==> src/clock_gen_defs.vh <==
/*
 * Constants for the clock generator control block: register offsets, field
 * positions, reset values and internal codes.
 * Assumes it is included by bare name from the design file.
 */
`ifndef CLOCK_GEN_DEFS_VH
`define CLOCK_GEN_DEFS_VH

// ----------------------------------------------------------------------------
// Register offsets
// ----------------------------------------------------------------------------
`define OFS_PLL_MULTIPLIER 8'h38
`define OFS_PLL_REFERENCE_DIVIDER 8'h39
`define OFS_CLOCKGEN_TEST 8'h3A
`define OFS_SYNTH_EVENT_FLAGS 8'h3B
`define OFS_SYNTH_CONTROL 8'h3C
`define OFS_CLOCK_SOURCE_SELECT 8'h3D
`define OFS_LOW_RATE_DIVIDER 8'h3E

// ----------------------------------------------------------------------------
// Event flag register fields
// ----------------------------------------------------------------------------
`define FLG_LOCK_CHANGE 7
`define FLG_LOCK_STATUS 6
`define FLG_LIMP_CHANGE 1
`define FLG_LIMP_STATUS 0

// ----------------------------------------------------------------------------
// Synthesizer control register fields
// ----------------------------------------------------------------------------
`define CR_LOCK_IE 7
`define CR_POWER_ON 6
`define CR_AUTO_BW 5
`define CR_TRACKING 4
`define CR_KEEPALIVE 2
`define CR_LIMP_IE 1
`define CR_LIMP_DISABLE 0

// ----------------------------------------------------------------------------
// Clock source select register fields
// ----------------------------------------------------------------------------
`define SEL_SYNTH 7
`define SEL_LOWRATE 6
`define SEL_MODULE 0

// ----------------------------------------------------------------------------
// Reset values
// ----------------------------------------------------------------------------
`define RST_LOOP_DIV 6'h00
`define RST_REF_DIV 4'h0
`define RST_SLOW 6'h00
`define RST_AUTO_BW 1'h1

// ----------------------------------------------------------------------------
// Core clock source codes and switch hold time
// ----------------------------------------------------------------------------
`define SRC_XTAL 2'h0
`define SRC_LOWRATE 2'h1
`define SRC_SYNTH 2'h2
`define SWITCH_HOLD_CYCLES 4'h4

// ----------------------------------------------------------------------------
// Synchroniser bit positions
// ----------------------------------------------------------------------------
`define SY_LOCK 0
`define SY_NEAR 1
`define SY_REF_LOST 2
`define SY_SUPPLY 3

`endif

==> src/clock_gen_ctrl.v <==
/*
 * Clock generator control: synthesizer and divider registers, lock and
 * limp-home flags, clock source selection and derived clock enables.
 * Assumes clk is the crystal clock; the analog synthesizer supplies a
 * one-cycle tick per VCO period on synth_vco_tick in the clk domain, and the
 * lock, near-target, reference-lost and supply levels arrive asynchronously.
 */
`timescale 1ns/1ps
`include "clock_gen_defs.vh"

module clock_gen_ctrl #(
	parameter LOOP_W = 6,
	parameter REF_W = 4,
	parameter SLOW_W = 6
) (
	input wire clk,
	input wire rst,
	input wire [7:0] addr,
	input wire [7:0] wdata,
	input wire wr,
	input wire rd,
	output reg [7:0] rdata,
	input wire test_mode,
	input wire special_mode,
	input wire stop_req,
	input wire synth_vco_tick,
	input wire synth_in_lock,
	input wire synth_near_target,
	input wire ref_clk_lost,
	input wire synth_supply_level,
	output reg [LOOP_W-1:0] loop_divider_value,
	output reg [REF_W-1:0] reference_divider_value,
	output reg synth_power,
	output reg synth_low_bw,
	output reg osc_run,
	output reg cm_reset_req,
	output reg irq,
	output reg core_clk_en,
	output reg per_clk_en,
	output reg ext_bus_clk_en,
	output reg timebase_clk_en,
	output reg debug_clk_en,
	output reg module_clk_en,
	output reg low_rate_clk,
	output reg low_rate_clk_en,
	output reg cpu_hold
);

// ----------------------------------------------------------------------------
// Input synchronisers
// ----------------------------------------------------------------------------
reg [3:0] sync1_ff;
reg [3:0] sync2_ff;

always @(posedge clk) begin
	sync1_ff <= {synth_supply_level, ref_clk_lost, synth_near_target, synth_in_lock};
	sync2_ff <= sync1_ff;
end

wire lock_s = sync2_ff[`SY_LOCK];
wire near_s = sync2_ff[`SY_NEAR];
wire ref_lost_s = sync2_ff[`SY_REF_LOST];
wire supply_s = sync2_ff[`SY_SUPPLY];

// ----------------------------------------------------------------------------
// Register state
// ----------------------------------------------------------------------------
reg [LOOP_W-1:0] loop_div_ff;
reg [REF_W-1:0] ref_div_ff;
reg [SLOW_W-1:0] slow_ff;
reg lock_chg_ff;
reg limp_chg_ff;
reg lock_ie_ff;
reg limp_ie_ff;
reg pwr_on_ff;
reg auto_bw_ff;
reg tracking_ff;
reg keepalive_ff;
reg limp_dis_ff;
reg limp_dis_written_ff;
reg synth_sel_ff;
reg lowrate_sel_ff;
reg module_sel_ff;
reg lock_st_ff;
reg limp_st_ff;

// Limp-home and lock status as seen this cycle
wire limp_now = ref_lost_s & ~limp_dis_ff;
wire pwr_eff = pwr_on_ff | limp_now;
wire lock_now = lock_s & pwr_eff & ~limp_now;
wire synth_sel_eff = synth_sel_ff | limp_now;
wire module_sel_eff = module_sel_ff & ~limp_now;
wire tracking_now = auto_bw_ff ? (near_s & pwr_eff) : tracking_ff;

wire wr_mul = wr & (addr == `OFS_PLL_MULTIPLIER);
wire wr_ref = wr & (addr == `OFS_PLL_REFERENCE_DIVIDER);
wire wr_flg = wr & (addr == `OFS_SYNTH_EVENT_FLAGS);
wire wr_ctl = wr & (addr == `OFS_SYNTH_CONTROL);
wire wr_sel = wr & (addr == `OFS_CLOCK_SOURCE_SELECT);
wire wr_slow = wr & (addr == `OFS_LOW_RATE_DIVIDER);

wire lock_toggle = lock_now ^ lock_st_ff;
wire limp_toggle = limp_now ^ limp_st_ff;

// ----------------------------------------------------------------------------
// Register writes
// ----------------------------------------------------------------------------
always @(posedge clk) begin
	if (rst) begin
		loop_div_ff <= `RST_LOOP_DIV;
		ref_div_ff <= `RST_REF_DIV;
		slow_ff <= `RST_SLOW;
		lock_chg_ff <= 1'b0;
		limp_chg_ff <= 1'b0;
		lock_ie_ff <= 1'b0;
		limp_ie_ff <= 1'b0;
		pwr_on_ff <= 1'b1;
		auto_bw_ff <= `RST_AUTO_BW;
		tracking_ff <= 1'b0;
		keepalive_ff <= 1'b0;
		limp_dis_ff <= 1'b0;
		limp_dis_written_ff <= 1'b0;
		synth_sel_ff <= 1'b0;
		lowrate_sel_ff <= 1'b0;
		module_sel_ff <= 1'b0;
		lock_st_ff <= 1'b0;
		limp_st_ff <= 1'b0;
	end else begin
		lock_st_ff <= lock_now;
		limp_st_ff <= limp_now;
		if (wr_mul && !synth_sel_ff) begin
			loop_div_ff <= wdata[LOOP_W-1:0];
		end
		if (wr_ref && !synth_sel_ff) begin
			ref_div_ff <= wdata[REF_W-1:0];
		end
		if (wr_slow) begin
			slow_ff <= wdata[SLOW_W-1:0];
		end
		// Set wins over a simultaneous write-one clear
		if (limp_now) begin
			lock_chg_ff <= 1'b0;
		end else if (lock_toggle) begin
			lock_chg_ff <= 1'b1;
		end else if (wr_flg && wdata[`FLG_LOCK_CHANGE]) begin
			lock_chg_ff <= 1'b0;
		end
		if (limp_toggle) begin
			limp_chg_ff <= 1'b1;
		end else if (wr_flg && wdata[`FLG_LIMP_CHANGE]) begin
			limp_chg_ff <= 1'b0;
		end
		if (wr_ctl) begin
			lock_ie_ff <= wdata[`CR_LOCK_IE];
			limp_ie_ff <= wdata[`CR_LIMP_IE];
			if (wdata[`CR_POWER_ON] || !synth_sel_ff) begin
				pwr_on_ff <= wdata[`CR_POWER_ON];
			end
			auto_bw_ff <= wdata[`CR_AUTO_BW];
			if (!auto_bw_ff) begin
				tracking_ff <= wdata[`CR_TRACKING];
			end
			keepalive_ff <= wdata[`CR_KEEPALIVE];
			if (special_mode || !limp_dis_written_ff) begin
				limp_dis_ff <= wdata[`CR_LIMP_DISABLE];
				limp_dis_written_ff <= 1'b1;
			end
		end
		if (wr_sel) begin
			if (!wdata[`SEL_SYNTH] || pwr_on_ff) begin
				synth_sel_ff <= wdata[`SEL_SYNTH];
			end
			lowrate_sel_ff <= wdata[`SEL_LOWRATE];
			module_sel_ff <= wdata[`SEL_MODULE];
		end
		// No synthesizer supply overrides the interrupt enables, power-on and limp-home disable written above
		if (!supply_s) begin
			lock_ie_ff <= 1'b0;
			limp_ie_ff <= 1'b0;
			pwr_on_ff <= 1'b0;
			limp_dis_ff <= 1'b1;
		end
	end
end

// ----------------------------------------------------------------------------
// Register reads
// ----------------------------------------------------------------------------
always @(posedge clk) begin
	if (rst) begin
		rdata <= 8'h00;
	end else if (rd) begin
		case (addr)
			`OFS_PLL_MULTIPLIER: rdata <= {{(8-LOOP_W){1'b0}}, loop_div_ff};
			`OFS_PLL_REFERENCE_DIVIDER: rdata <= {{(8-REF_W){1'b0}}, ref_div_ff};
			`OFS_CLOCKGEN_TEST: rdata <= test_mode ? {4'h0, sync2_ff} : 8'h00;
			`OFS_SYNTH_EVENT_FLAGS: rdata <= {lock_chg_ff, lock_st_ff, 4'h0, limp_chg_ff, limp_st_ff};
			`OFS_SYNTH_CONTROL: rdata <= {lock_ie_ff, pwr_on_ff, auto_bw_ff, tracking_now, 1'b0,
				keepalive_ff, limp_ie_ff, limp_dis_ff};
			`OFS_CLOCK_SOURCE_SELECT: rdata <= {synth_sel_ff, lowrate_sel_ff, 5'h00, module_sel_ff};
			`OFS_LOW_RATE_DIVIDER: rdata <= {{(8-SLOW_W){1'b0}}, slow_ff};
			default: rdata <= 8'h00;
		endcase
	end else begin
		rdata <= 8'h00;
	end
end

// ----------------------------------------------------------------------------
// Low-rate divider
// ----------------------------------------------------------------------------
reg [SLOW_W-1:0] lr_cnt_ff;
wire lr_bypass = (slow_ff == {SLOW_W{1'b0}});
wire lr_half_done = (lr_cnt_ff >= slow_ff - {{(SLOW_W-1){1'b0}}, 1'b1});
wire lr_tick = lr_bypass | (lr_half_done & ~low_rate_clk);

// A new value restarts the current half period, so it applies within one cycle
always @(posedge clk) begin
	if (rst) begin
		lr_cnt_ff <= {SLOW_W{1'b0}};
		low_rate_clk <= 1'b0;
		low_rate_clk_en <= 1'b0;
	end else begin
		low_rate_clk_en <= lr_tick;
		if (lr_bypass) begin
			lr_cnt_ff <= {SLOW_W{1'b0}};
			low_rate_clk <= ~low_rate_clk;
		end else if (wr_slow || lr_half_done) begin
			lr_cnt_ff <= {SLOW_W{1'b0}};
			if (!wr_slow) begin
				low_rate_clk <= ~low_rate_clk;
			end
		end else begin
			lr_cnt_ff <= lr_cnt_ff + {{(SLOW_W-1){1'b0}}, 1'b1};
		end
	end
end

// ----------------------------------------------------------------------------
// Core clock source and glitch-free switching
// ----------------------------------------------------------------------------
reg [1:0] cur_src_ff;
reg [3:0] sw_cnt_ff;
reg switching_ff;
reg [1:0] want_src;
reg src_tick;

always @* begin
	if (synth_sel_eff) begin
		want_src = `SRC_SYNTH;
	end else if (lowrate_sel_ff) begin
		want_src = `SRC_LOWRATE;
	end else begin
		want_src = `SRC_XTAL;
	end
	case (cur_src_ff)
		`SRC_SYNTH: src_tick = synth_vco_tick;
		`SRC_LOWRATE: src_tick = lr_tick;
		default: src_tick = 1'b1;
	endcase
end

wire core_tick = src_tick & ~switching_ff;

always @(posedge clk) begin
	if (rst) begin
		cur_src_ff <= `SRC_XTAL;
		sw_cnt_ff <= 4'h0;
		switching_ff <= 1'b0;
	end else if (switching_ff) begin
		if (sw_cnt_ff == `SWITCH_HOLD_CYCLES) begin
			switching_ff <= 1'b0;
			cur_src_ff <= want_src;
		end else begin
			sw_cnt_ff <= sw_cnt_ff + 4'h1;
		end
	end else if (want_src != cur_src_ff) begin
		switching_ff <= 1'b1;
		sw_cnt_ff <= 4'h0;
	end
end

// ----------------------------------------------------------------------------
// Divide-by-two chains and derived enables
// ----------------------------------------------------------------------------
reg core_div_ff;
reg syn_div_ff;
reg lr_div_ff;
reg xt_div_ff;

wire bus_tick = core_tick & core_div_ff;
wire syn_half = synth_vco_tick & syn_div_ff;
wire tb_tick = lr_tick & lr_div_ff;
wire xt_half = xt_div_ff;
wire core_slower = lowrate_sel_ff & ~synth_sel_ff & ~lr_bypass;

always @(posedge clk) begin
	if (rst) begin
		core_div_ff <= 1'b0;
		syn_div_ff <= 1'b0;
		lr_div_ff <= 1'b0;
		xt_div_ff <= 1'b0;
		core_clk_en <= 1'b0;
		per_clk_en <= 1'b0;
		ext_bus_clk_en <= 1'b0;
		timebase_clk_en <= 1'b0;
		debug_clk_en <= 1'b0;
		module_clk_en <= 1'b0;
		cpu_hold <= 1'b0;
	end else begin
		if (core_tick) begin
			core_div_ff <= ~core_div_ff;
		end
		if (synth_vco_tick) begin
			syn_div_ff <= ~syn_div_ff;
		end
		if (lr_tick) begin
			lr_div_ff <= ~lr_div_ff;
		end
		xt_div_ff <= ~xt_div_ff;
		core_clk_en <= core_tick;
		cpu_hold <= switching_ff;
		if (limp_now) begin
			// None of these five enables fires twice in a row, so a source change cannot leave a runt tick
			per_clk_en <= syn_half & ~per_clk_en;
			ext_bus_clk_en <= syn_half & ~ext_bus_clk_en;
			timebase_clk_en <= syn_half & ~timebase_clk_en;
			debug_clk_en <= syn_half & ~debug_clk_en;
			module_clk_en <= syn_half & ~module_clk_en;
		end else begin
			per_clk_en <= bus_tick & ~per_clk_en;
			ext_bus_clk_en <= bus_tick & ~ext_bus_clk_en;
			timebase_clk_en <= tb_tick & ~timebase_clk_en;
			debug_clk_en <= (core_slower ? bus_tick : xt_half) & ~debug_clk_en;
			module_clk_en <= (module_sel_eff ? tb_tick : bus_tick) & ~module_clk_en;
		end
	end
end

// ----------------------------------------------------------------------------
// Synthesizer controls, reset request and interrupt
// ----------------------------------------------------------------------------
always @(posedge clk) begin
	if (rst) begin
		loop_divider_value <= `RST_LOOP_DIV;
		reference_divider_value <= `RST_REF_DIV;
		synth_power <= 1'b0;
		synth_low_bw <= 1'b0;
		osc_run <= 1'b1;
		cm_reset_req <= 1'b0;
		irq <= 1'b0;
	end else begin
		loop_divider_value <= loop_div_ff;
		reference_divider_value <= ref_div_ff;
		synth_power <= pwr_eff;
		synth_low_bw <= tracking_now;
		osc_run <= ~stop_req | keepalive_ff;
		cm_reset_req <= ref_lost_s & limp_dis_ff;
		irq <= (lock_chg_ff & lock_ie_ff) | (limp_chg_ff & limp_ie_ff);
	end
end

endmodule

==> config.mk <==
export PLATFORM = sky130hd
export DESIGN_NAME = clock_gen_ctrl
export DESIGN_NICKNAME = d
export VERILOG_FILES = /design/src/clock_gen_ctrl.v
export VERILOG_INCLUDE_DIRS = /design/src
export SDC_FILE = /design/constraint.sdc
export NUM_CORES = 1
export LEC_CHECK = 0
export BUFFER_PORTS_ARGS = -buffer_cell sky130_fd_sc_hd__buf_2
export CAP_MARGIN = 20
export CORE_MARGIN = 2
export CORE_UTILIZATION = 30
export CTS_CLUSTER_SIZE = 20
export DETAILED_ROUTE_END_ITERATION = 8
export SLEW_MARGIN = 10
export SYNTH_ARGS = -nofsm -noshare
export SYNTH_HDL_FRONTEND = slang
export SYNTH_SLANG_ARGS = --single-unit
export TNS_END_PERCENT = 50
==> constraint.sdc <==
create_clock -name clk -period 2.9 [get_ports clk]
set_input_delay 0.58 -clock clk [delete_from_list [all_inputs] [get_ports clk]]
set_output_delay 0.58 -clock clk [all_outputs]
set_load 0.005 [all_outputs]
==> run metrics, run 1 <==
Clock Skews=0.00830 ns; Main synth FF type=dfxtp_1; EDFF count, synth=0; H-tree depth=3; final non-filler cell total=598; vias in the first global route=2864; post-route clock period utilization=93.0%; worst-path cell chain=or3_4 > nor3_1 > xnor2_1 > ha_1 > a21oi_1 > o21a_1 > o21ai_0 > or4b_4 > nor2_1; FF+latch count, synth=88; Reg area=1760 um^2; CTS Buf Count=9; Total Nets Final=487; clk sink count=88; share of the synthesized area in the top cell type=47.7%; total power=0.00263 W; initial detailed-routing violation count=139; CTS root buf=clkbuf_16; Mapped Area=3690 um^2; DRT Wirelength=8.74 mm; CP Capture Type=register; CP Buf/Inv Count=0; clk_lat worst skew=0.34 ns; Port Buf Inserts=59; largest net degree at the start of global routing=39; Area Growth Syn to Fin=20.1%; post-CTS setup buffers=0; DR pass1 iterations=4; status=completed; Die Wd=115 um; Global Route Usage Sum=13.6%; die area=13200 um^2; Hold Path Sink=sync2_ff[1]; gr ovfl total=0; Fin. Hold Viols=0; Netlist cell types=52; DR vias=2924; DP Area=4120 um^2; wire length per cell=14.6 um; initial antenna violation count=0; worst hold start=sync1_ff[1]; Syn Nets=431; most common library cells after synthesis=88 x dfxtp_1, 56 x nor2_1, 26 x mux2i_1; area of the multi-input gates=1800 um^2; Slew Viols, Final=0; Slew @ Worst Pin=0.793 ns; placed cells=582; Final min period=2.70 ns; MaxCap Viol Count=0; clk buf depth=2; static leakage=1.90 nW; Avg Inst Size Synth=9.47 um^2; cell taking the most area after synthesis=dfxtp_1; DRC violations left=0; placement row count=40; Crit path largest cell delay=0.54 ns; register area share after synthesis=47.7%; Synth Instances=390; I/O pin total=60; dpl ws=0.187 ns; first-pass GRT wire length=14.1 mm; Antenna Nets Post-Route=0; Clk pin slew, worst setup/hold paths=0.07 ns; Worst Path Max Fanout=6; WS Path Type=register to register; Setup crit start=slow_ff[2]; Rel. slew slack=47.0%; Ant. Diodes=0; Post-Route Setup TNS=0 ns; Ys Warns=0; Worst Path Arrival=2.97 ns; Setup-failing EPs final=0; reg2reg start=slow_ff[2]; reg2reg end=lr_cnt_ff[3]; synth top area cells=dfxtp_1 48%, mux2i_1 7.0%, nor2_1 5.7%, ha_1 4.4%, a21oi_1 3.4%; Initial Util=30.7%; Critical Path RT=3.17 ns; Max IR drop VDD=0.281 mV; core area=12000 um^2; CP startpoint kind=register; Crit path max-delay family=simple AND/OR/NAND/NOR gates; count leader, synth=dfxtp_1; ratio of cells with drive above 1 in the final layout=20.0%; RSZ-0062 raised after global routing=no; Reg2Reg Setup Slack=0.20 ns; GPL Wtd Cong=0.804; R2R depth=9; vias per std cell=4.89; WP depth=9; FFs w/ async S/R, synth=0%; Design Area, Final=4440 um^2; FMAX=371 MHz; final setup margin=0.203 ns; fillcell total=1229; Worst Hold Depth=0; Power per Cell Area=592 nW/um^2; Die Ht=115 um; Slowest cell on crit path=or4b_4; DPL Wire Length=6.28 mm; cts hold-fix bufs=0; Worst Hold Class=register to register; CTS tree=yes
==> cell usage in the layout, fill, tap and decap left out, drive strengths merged, types with 3 or more instances in the layout <==
cell    Yosys  layout
and3b       3       3
clkbuf     10      11
dfxtp      88      88
nor2b      19      19
and3        4       4
a22oi       4       4
a211oi      7       7
a31o        3       3
nor3       11      11
a21oi      25      25
a211o       3       3
nand3       8       8
buf         7      62
o21ai      10      10
a31oi       3       3
nand2b      8       8
xor2        6       6
nor2       56      56
mux2i      26      26
ha         13      13
a21o        3       3
xnor2       7       7
inv        17      19
nand2      17      17
==> stage by stage <==
| step | utilization (%) | hold slack (ns) |
|---|---|---|
| 2_1_floorplan | - | 0.310 |
| 3_3_place_gp | 34.3 | 0.313 |
| 3_5_place_dp | 34.3 | 0.312 |
| 4_1_cts | 36.9 | 0.328 |
| 5_1_grt | 36.9 | 0.315 |
| 6_report | 36.9 | 0.328 |
==> final cells by class <==
type,count,area share (%)
Clock buffer,11,5.70
Inverter,17,1.44
Clock inverter,5,1.38
Timing Repair Buffer,62,7.16
Tap cell,147,4.15
Multi-Input combinational cell,268,40.5
Sequential cell,88,39.7
==> worst max path at each step <==
stage,endpoint
final,lr_cnt_ff[3]
after CTS,lr_cnt_ff[3]
after global placement,lr_cnt_ff[5]
after detailed placement,lr_cnt_ff[4]
after floorplan,lr_cnt_ff[2]
after global routing,lr_cnt_ff[4]
==> kinds of logic (layout without fill, tap and decap cells) <==
family	Yosys count	count (layout)	synth area share (%)
multiplexers	28	28	7.66
XOR/XNOR	13	13	3.08
AND/OR/NAND/NOR	142	142	20.5
flip-flops	88	88	47.7
AO/OA/AOI/OAI	72	72	12.9
buffers and inverters	34	95	3.79
adder cells (fa/ha/maj)	13	13	4.40
==> layer usage <==
metal / part of all wire, % / global-route usage [%] / routed length (um)
met1: 49 / 18.3 / 4310
met5: 0 / 0 / 0
met3: 5.2 / 4.38 / 451
met4: 1.5 / 3.69 / 127
met2: 44 / 21.1 / 3850
==> sequential cells by signal, summed over array words and instances, names as in the netlist, 2 cells and up <==
name and flops:
lr_cnt_ff 6, rdata 8, sw_cnt_ff 4, sync1_ff 4, loop_divider_value 6, ref_div_ff 4, cur_src_ff 2, slow_ff 6
sync2_ff 4, reference_divider_value 4, loop_div_ff 6
==> worst reg2reg max path: stages, from the launching register on <==
cell     delay, ns
dfxtp_1       0.37
or3_4         0.44
nor3_1        0.19
xnor2_1       0.15
ha_1          0.29
a21oi_1       0.22
o21a_1        0.19
o21ai_0       0.12
or4b_4        0.54
nor2_1        0.12
==> timing repair <==
item / in CTS / in global routing
endpoints found under the hold margin: 0 / 0
gates resized for setup: 0 / 1
setup endpoints to repair: 0 / 2
==> power breakdown <==
group	total, W	switching, W	leakage, nW	internal (W)
combinational	0.000150	0.0000857	1.02	0.0000640
sequential	0.00127	0.0000252	0.718	0.00124
clock	0.00121	0.000490	0.157	0.000721
No activity file was read; power rests on OpenSTA's default activity.
==> run 2, diff against run 1 <==
Settings changed: PLACE_DENSITY set to 0.46.
==> run 2 against run 1 <==
Compared with the run above: first-iteration DRC count is 39% lower; critical endpoint is now lr_cnt_ff[2]; highest routed layer unchanged; routed wire length increased by 2.4%; power is 1.5% lower; clock power down 3%; core utilization hardly changed; flip-flop and latch count did not move; register-to-register slack worse by 0.02 ns; fmax decreased by 0.76%; critical path depth did not move; via count shrank 0.51%; worst hold slack got worse by 0.0011 ns; global-route usage grew 0.80 points.
==> run metrics, run 2 (same netlist as run 1, synthesis figures left out) <==
status=completed; initial detailed-routing violation count=85 (-39%); CP startpoint kind=register; Max IR drop VDD=0.249 mV (-11%); Total Nets Final=490 (+0.62%); Slowest cell on crit path=or4b_1; DPL Wire Length=6.63 mm (+5.6%); Global Route Usage Sum=14.4% (+0.80 points); Setup-failing EPs final=0 (unchanged); CTS Buf Count=9 (unchanged); post-CTS setup buffers=0 (unchanged); worst-path cell chain=or3_4 > nor3_1 > xnor2_1 > ha_1 > a21oi_1 > o21a_1 > o21ai_0 > or4b_1 > nor2_1; Clock Skews=0.00910 ns (+0.000806 ns); Crit path largest cell delay=0.59 ns (+0.05 ns); Area Growth Syn to Fin=20.2% (about the same); Port Buf Inserts=59 (unchanged); I/O pin total=60 (unchanged); Power per Cell Area=583 nW/um^2 (-1.5%); Antenna Nets Post-Route=0 (unchanged); core area=12000 um^2 (unchanged); RSZ-0062 raised after global routing=no; Rel. slew slack=53.4% (+6.4 points); worst hold start=sync1_ff[0]; DRT Wirelength=8.94 mm (+2.4%); reg2reg end=lr_cnt_ff[2]; DP Area=4140 um^2 (+0.55%); Top reg by flops=rdata; Worst Hold Depth=0 (unchanged); Hold Path Sink=sync2_ff[0]; wire length per cell=14.9 um (+1.9%); ratio of cells with drive above 1 in the final layout=20.0% (+0.088 points); WP depth=9 (unchanged); reg2reg start=slow_ff[2]; CTS root buf=clkbuf_16; # resized after CTS=0 (unchanged); fillcell total=1252 (+1.9%); placement row count=40 (unchanged); vias in the first global route=2929 (+2.3%); clk sink count=88 (unchanged); Design Area, Final=4440 um^2 (about the same); DRC violations left=0 (unchanged); cts hold-fix bufs=0 (unchanged); Ant. Diodes=0 (unchanged); vias per std cell=4.84 (-1.0%); commonest non-fill, non-tap cell in the layout=dfxtp_1; max reg flops=8 (unchanged); DR pass1 iterations=4 (unchanged); static leakage=1.89 nW (-0.20%); Slew Viols, Final=0 (unchanged); clk buf depth=2 (unchanged); Worst Path Arrival=2.99 ns (+0.02 ns); Worst Path Max Fanout=6 (unchanged); Worst Hold Class=register to register; Post-Route Setup TNS=0 ns (unchanged); Initial Util=30.7% (unchanged); CP Capture Type=register; H-tree depth=3 (unchanged); R2R depth=9 (unchanged); Reg2Reg Setup Slack=0.18 ns (-0.02 ns); Die Wd=115 um (unchanged); FMAX=368 MHz (-0.76%); CTS tree=yes; post-route clock period utilization=93.7% (+0.71 points); MaxCap Viol Count=0 (unchanged); largest net degree at the start of global routing=29 (-26%); Fin. Hold Viols=0 (unchanged); Critical Path RT=3.17 ns (about the same); die area=13200 um^2 (unchanged); gr ovfl total=0 (unchanged); WS Path Type=register to register; GPL Wtd Cong=0.786 (-2.2%); DR vias=2909 (-0.51%); clk_lat worst skew=0.34 ns (about the same); Clk pin slew, worst setup/hold paths=0.06 ns (about the same); CP Buf/Inv Count=0 (unchanged); Crit path max-delay family=simple AND/OR/NAND/NOR gates; most frequent cells in the layout=88 x dfxtp_1, 59 x buf_2, 56 x nor2_1, 26 x mux2i_1, 25 x a21oi_1; Final min period=2.72 ns (+0.0207 ns); initial antenna violation count=0 (unchanged); Slew @ Worst Pin=0.689 ns (-0.104 ns); Die Ht=115 um (unchanged); first-pass GRT wire length=14.8 mm (+4.8%)
==> run 2: cell types whose count changed in the layout (fill, tap and decap cells not counted) <==
cell and delta:
buf_4 +3, clkbuf_8 -2, clkinvlp_4 +2, clkbuf_1 +1, clkinv_4 -1, or4b_1 +1, or4b_4 -1
==> run 2: layer usage <==
layer / GRT usage, % / share of wire [%] / up-vias
li1: - / - / 1474
met1: 19.2 / 49 / 1369
met2: 23.1 / 46 / 57
met3: 3.64 / 4.0 / 9
met4: 4.34 / 1.3 / 0
met5: 0 / 0 / -
==> run 2: worst max-delay path by stage <==
stage | from | to | slack [ns]
after floorplan | slow_ff[2] | lr_cnt_ff[2] | 0.40
after CTS | slow_ff[2] | lr_cnt_ff[2] | 0.16
after global placement | slow_ff[2] | lr_cnt_ff[5] | 0.24
final | slow_ff[2] | lr_cnt_ff[2] | 0.18
after detailed placement | slow_ff[2] | lr_cnt_ff[2] | 0.19
after global routing | slow_ff[2] | lr_cnt_ff[0] | 0.02
==> run 2: area by class of cell <==
type | count | area [um^2] | share of cell area, %
well taps | 147 | 184 | 4.14
flip-flops and latches | 88 | 1760 | 39.7
repair buffers | 65 | 340 | 7.67
clock buffers | 10 | 229 | 5.16
multi-input cells | 268 | 1790 | 40.4
clock inverters | 6 | 67.6 | 1.52
inverters | 17 | 63.8 | 1.44
==> run 2: report_power, final <==
group	switching, W	leakage [nW]	internal (W)
clock network	0.000494	0.139	0.000673
logic	0.0000881	1.04	0.0000668
registers	0.0000248	0.718	0.00124
total	0.000607	1.89	0.00198
==> run 2: metrics by stage <==
step                      total power, W  hold WS (ns)  util (%)  instances  setup WS, ns
after global routing             0.00269         0.323      36.9        601        0.0151
after detailed placement         0.00145         0.313      34.5        585         0.187
after floorplan                  0.00138         0.310         -        390         0.398
after CTS                        0.00262         0.328      36.9        601         0.159
after global placement           0.00145         0.311      34.5        585         0.244
final                            0.00259         0.327      36.9        601         0.183
==> run 3, diff against run 2 <==
Settings changed: ABC_AREA set to 1.
==> run 3 against run 2 <==
Compared with the run above: design area fell by 1.1%; worst hold slack barely moved; critical path depth rose by 9; clock skew fell by 0.0017 ns; power rose by 3.4%; first-iteration DRC count rose by 65%; global-route usage rose by 0.54 points; clock power rose by 8%; critical path type unchanged.
==> run metrics, run 3 <==
complex-gate fraction of the synthesized area=15.7% (+2.8 points); Final min period=2.35 ns (-0.368 ns); max reg flops=8 (unchanged); Sw Ratio=21.7% (-1.8 points); CTS root buf=clkbuf_16; ratio of cells with drive above 1 in the final layout=20.2% (+0.19 points); Clock Skews=0.00737 ns (-0.00173 ns); CP Capture Type=register; Slew @ Worst Pin=0.493 ns (-0.196 ns); Critical Path RT=3.14 ns (-0.03 ns); Global Route Usage Sum=14.9% (+0.54 points); Netlist cell types=38 (-27%); wire length per cell=13.5 um (-9.3%); sequential share of power=47.3% (-1.6 points); Clk pin slew, worst setup/hold paths=0.06 ns (about the same); EDFF count, synth=0 (unchanged); I/O pin total=60 (unchanged); share of the synthesized area in the top cell type=48.7% (+1.0 points); largest family of logic cells by synthesized area=simple AND/OR/NAND/NOR gates; post-synthesis mux area share=0% (-7.7 points); Rel. slew slack=67.0% (+14 points); Area Growth Syn to Fin=21.4%; fillcell total=1264 (+0.96%); cell taking the most area after synthesis=dfxtp_1; final non-filler cell total=661 (+10%); synth top area cells=dfxtp_1 49%, inv_1 7.0%, a21oi_1 6.9%, nor2_1 5.4%, nand2_1 5.0%; Max IR drop VDD=0.300 mV (+20%); most frequent cells in the layout=88 x dfxtp_1, 67 x inv_1, 59 x buf_2, 52 x nor2_1, 50 x a21oi_1; FFs w/ async S/R, synth=0% (unchanged); FF+latch count, synth=88 (unchanged); placement row count=40 (unchanged); Post-Route Setup TNS=0 ns (unchanged); Post-Synth Simple-Gate Area=20.1% (-0.32 points); Reg area=1760 um^2 (unchanged); Ys Warns=0 (unchanged); cts hold-fix bufs=0 (unchanged); Avg Inst Size Synth=8.11 um^2 (-14%); DR vias=3016 (+3.7%); Top reg by flops=rdata; Synth Instances=446 (+14%); Main synth FF type=dfxtp_1; Worst Path Max Fanout=6 (unchanged); Post-Synth XOR/XNOR Area=2.39% (-0.70 points); post-route clock period utilization=81.0% (-13 points); Worst Path Arrival=2.59 ns (-0.40 ns); first-pass GRT wire length=14.8 mm (+0.14%); Ant. Diodes=0 (unchanged); commonest non-fill, non-tap cell in the layout=dfxtp_1; Mapped Area=3620 um^2 (-2.1%); initial detailed-routing violation count=140 (+65%); most common library cells after synthesis=88 x dfxtp_1, 67 x inv_1, 52 x nor2_1; Final Core Density=36.8% (-0.099 points); clk_lat worst skew=0.35 ns (about the same); DRC violations left=0 (unchanged); # resized after CTS=0 (unchanged); R2R depth=18 (+9); sw power=0.000579 W (-4.5%); Die Ht=114 um (-1.0%); status=completed; adder and majority gate portion of the synthesized area=4.50% (+0.094 points); area of the multi-input gates=1550 um^2 (-14%); Slew Viols, Final=0 (unchanged); RSZ-0062 raised after global routing=no; die area=12900 um^2 (-2.0%); register area share after synthesis=48.7% (+1.0 points); vias in the first global route=2971 (+1.4%); FMAX=426 MHz (+16%); placed cells=646 (+10%); Die Wd=114 um (-1.0%); Initial Util=30.4% (-0.39 points); core area=11900 um^2 (-0.83%); count leader, synth=dfxtp_1; largest net degree at the start of global routing=30 (+3.4%); GPL Wtd Cong=0.803 (+2.1%); Power per Cell Area=610 nW/um^2 (+4.5%); Gate power share=5.8% (-0.2 points); Syn Nets=487 (+13%); Worst Hold Class=register to register; vias per std cell=4.56 (-5.7%); gr ovfl total=0 (unchanged); Port Buf Inserts=59 (unchanged); initial antenna violation count=0 (unchanged); Setup-failing EPs final=0 (unchanged); clk buf depth=2 (unchanged); Worst Hold Depth=0 (unchanged); Antenna Nets Post-Route=0 (unchanged); DR pass1 iterations=4 (unchanged); MaxCap Viol Count=0 (unchanged); static leakage=1.96 nW (+3.5%); WS Path Type=register to register; clk sink count=88 (unchanged); CP startpoint kind=register; DRT Wirelength=8.92 mm (-0.29%); Total Nets Final=551 (+12%); internal power=0.00210 W (+5.8%); CTS tree=yes; post-CTS setup buffers=0 (unchanged); Fin. Hold Viols=0 (unchanged); CTS Buf Count=9 (unchanged); Clock power frac=46.9% (+1.8 points); H-tree depth=3 (unchanged); DPL Wire Length=6.80 mm (+2.6%)
[run 3: cell count changes in the layout (fill, tap and decap cells not counted), sizes merged, moves of 8 or more]
cell    previous run  this run
inv               19        70
o21ai             10        41
nand2             17        54
nand2b             8         0
a21oi             25        52
mux2i             26         0
nand3              8        24
nor2b             19         0
[run 3: routing by layer]
metal / vias up / track usage [%] / routed length, um
li1: 1577 / - / -
met4: 0 / 5.20 / 140
met1: 1375 / 20.1 / 4530
met5: - / 0 / 0
met2: 53 / 22.4 / 3870
met3: 11 / 5.10 / 375
[run 3: worst paths after layout]
kind / end / slack (ns) / startpoint
worst max-delay path: ext_bus_clk_en / 0.55 / slow_ff[0]
worst min register to register: sync2_ff[3] / 0.33 / sync1_ff[3]
worst max register to register: ext_bus_clk_en / 0.55 / slow_ff[0]
worst min-delay path: sync2_ff[3] / 0.33 / sync1_ff[3]
[run 3: kinds of logic after synthesis]
group | Yosys count
DFF | 88
adders and majority gates | 13
and+or+nand+nor | 153
buffers and inverters | 79
xor gates and xnor gates | 9
AOI/OAI and AO/OA | 104
[run 3: per-stage QoR]
stage	cell area [um^2]	worst slack, ns	hold slack (ns)	total power (W)
2_1_floorplan	3620	0.841	0.310	0.00138
5_1_grt	4390	0.210	0.313	0.00280
4_1_cts	4390	0.539	0.313	0.00272
6_report	4390	0.551	0.327	0.00268
3_5_place_dp	4070	0.563	0.313	0.00145
3_3_place_gp	4070	0.652	0.312	0.00145
[run 3: worst max-delay path, cell delays in order, from the launching register on]
cell,delay (ns)
dfxtp_1,0.30
inv_1,0.15
nand3_1,0.13
nor2_1,0.14
xor2_1,0.16
inv_1,0.06
ha_1,0.29
nand2_1,0.09
inv_1,0.04
a21oi_1,0.14
nand2_1,0.11
nand2_1,0.09
nand2_1,0.09
nand2_1,0.10
nand2_2,0.08
nand3_1,0.10
nand2_1,0.05
nand2_1,0.07
nor2_1,0.04
[run 3: cell type report]
class                           count  share of cell area, %
Clock buffer                       12                   5.84
Clock inverter                      3                   1.48
Inverter                           71                   6.07
Multi-Input combinational cell    279                   35.2
Sequential cell                    88                   40.1
Tap cell                          147                   4.19
Timing Repair Buffer               61                   7.07
[run 3: power groups by stage]
stage	Combinational (W)	Clock, W	Sequential [W]
after floorplan	0.0000887	0	0.00129
after global placement	0.000156	0	0.00129
after detailed placement	0.000156	0	0.00129
after CTS	0.000157	0.00129	0.00127
after global routing	0.000178	0.00135	0.00127
final	0.000155	0.00126	0.00126
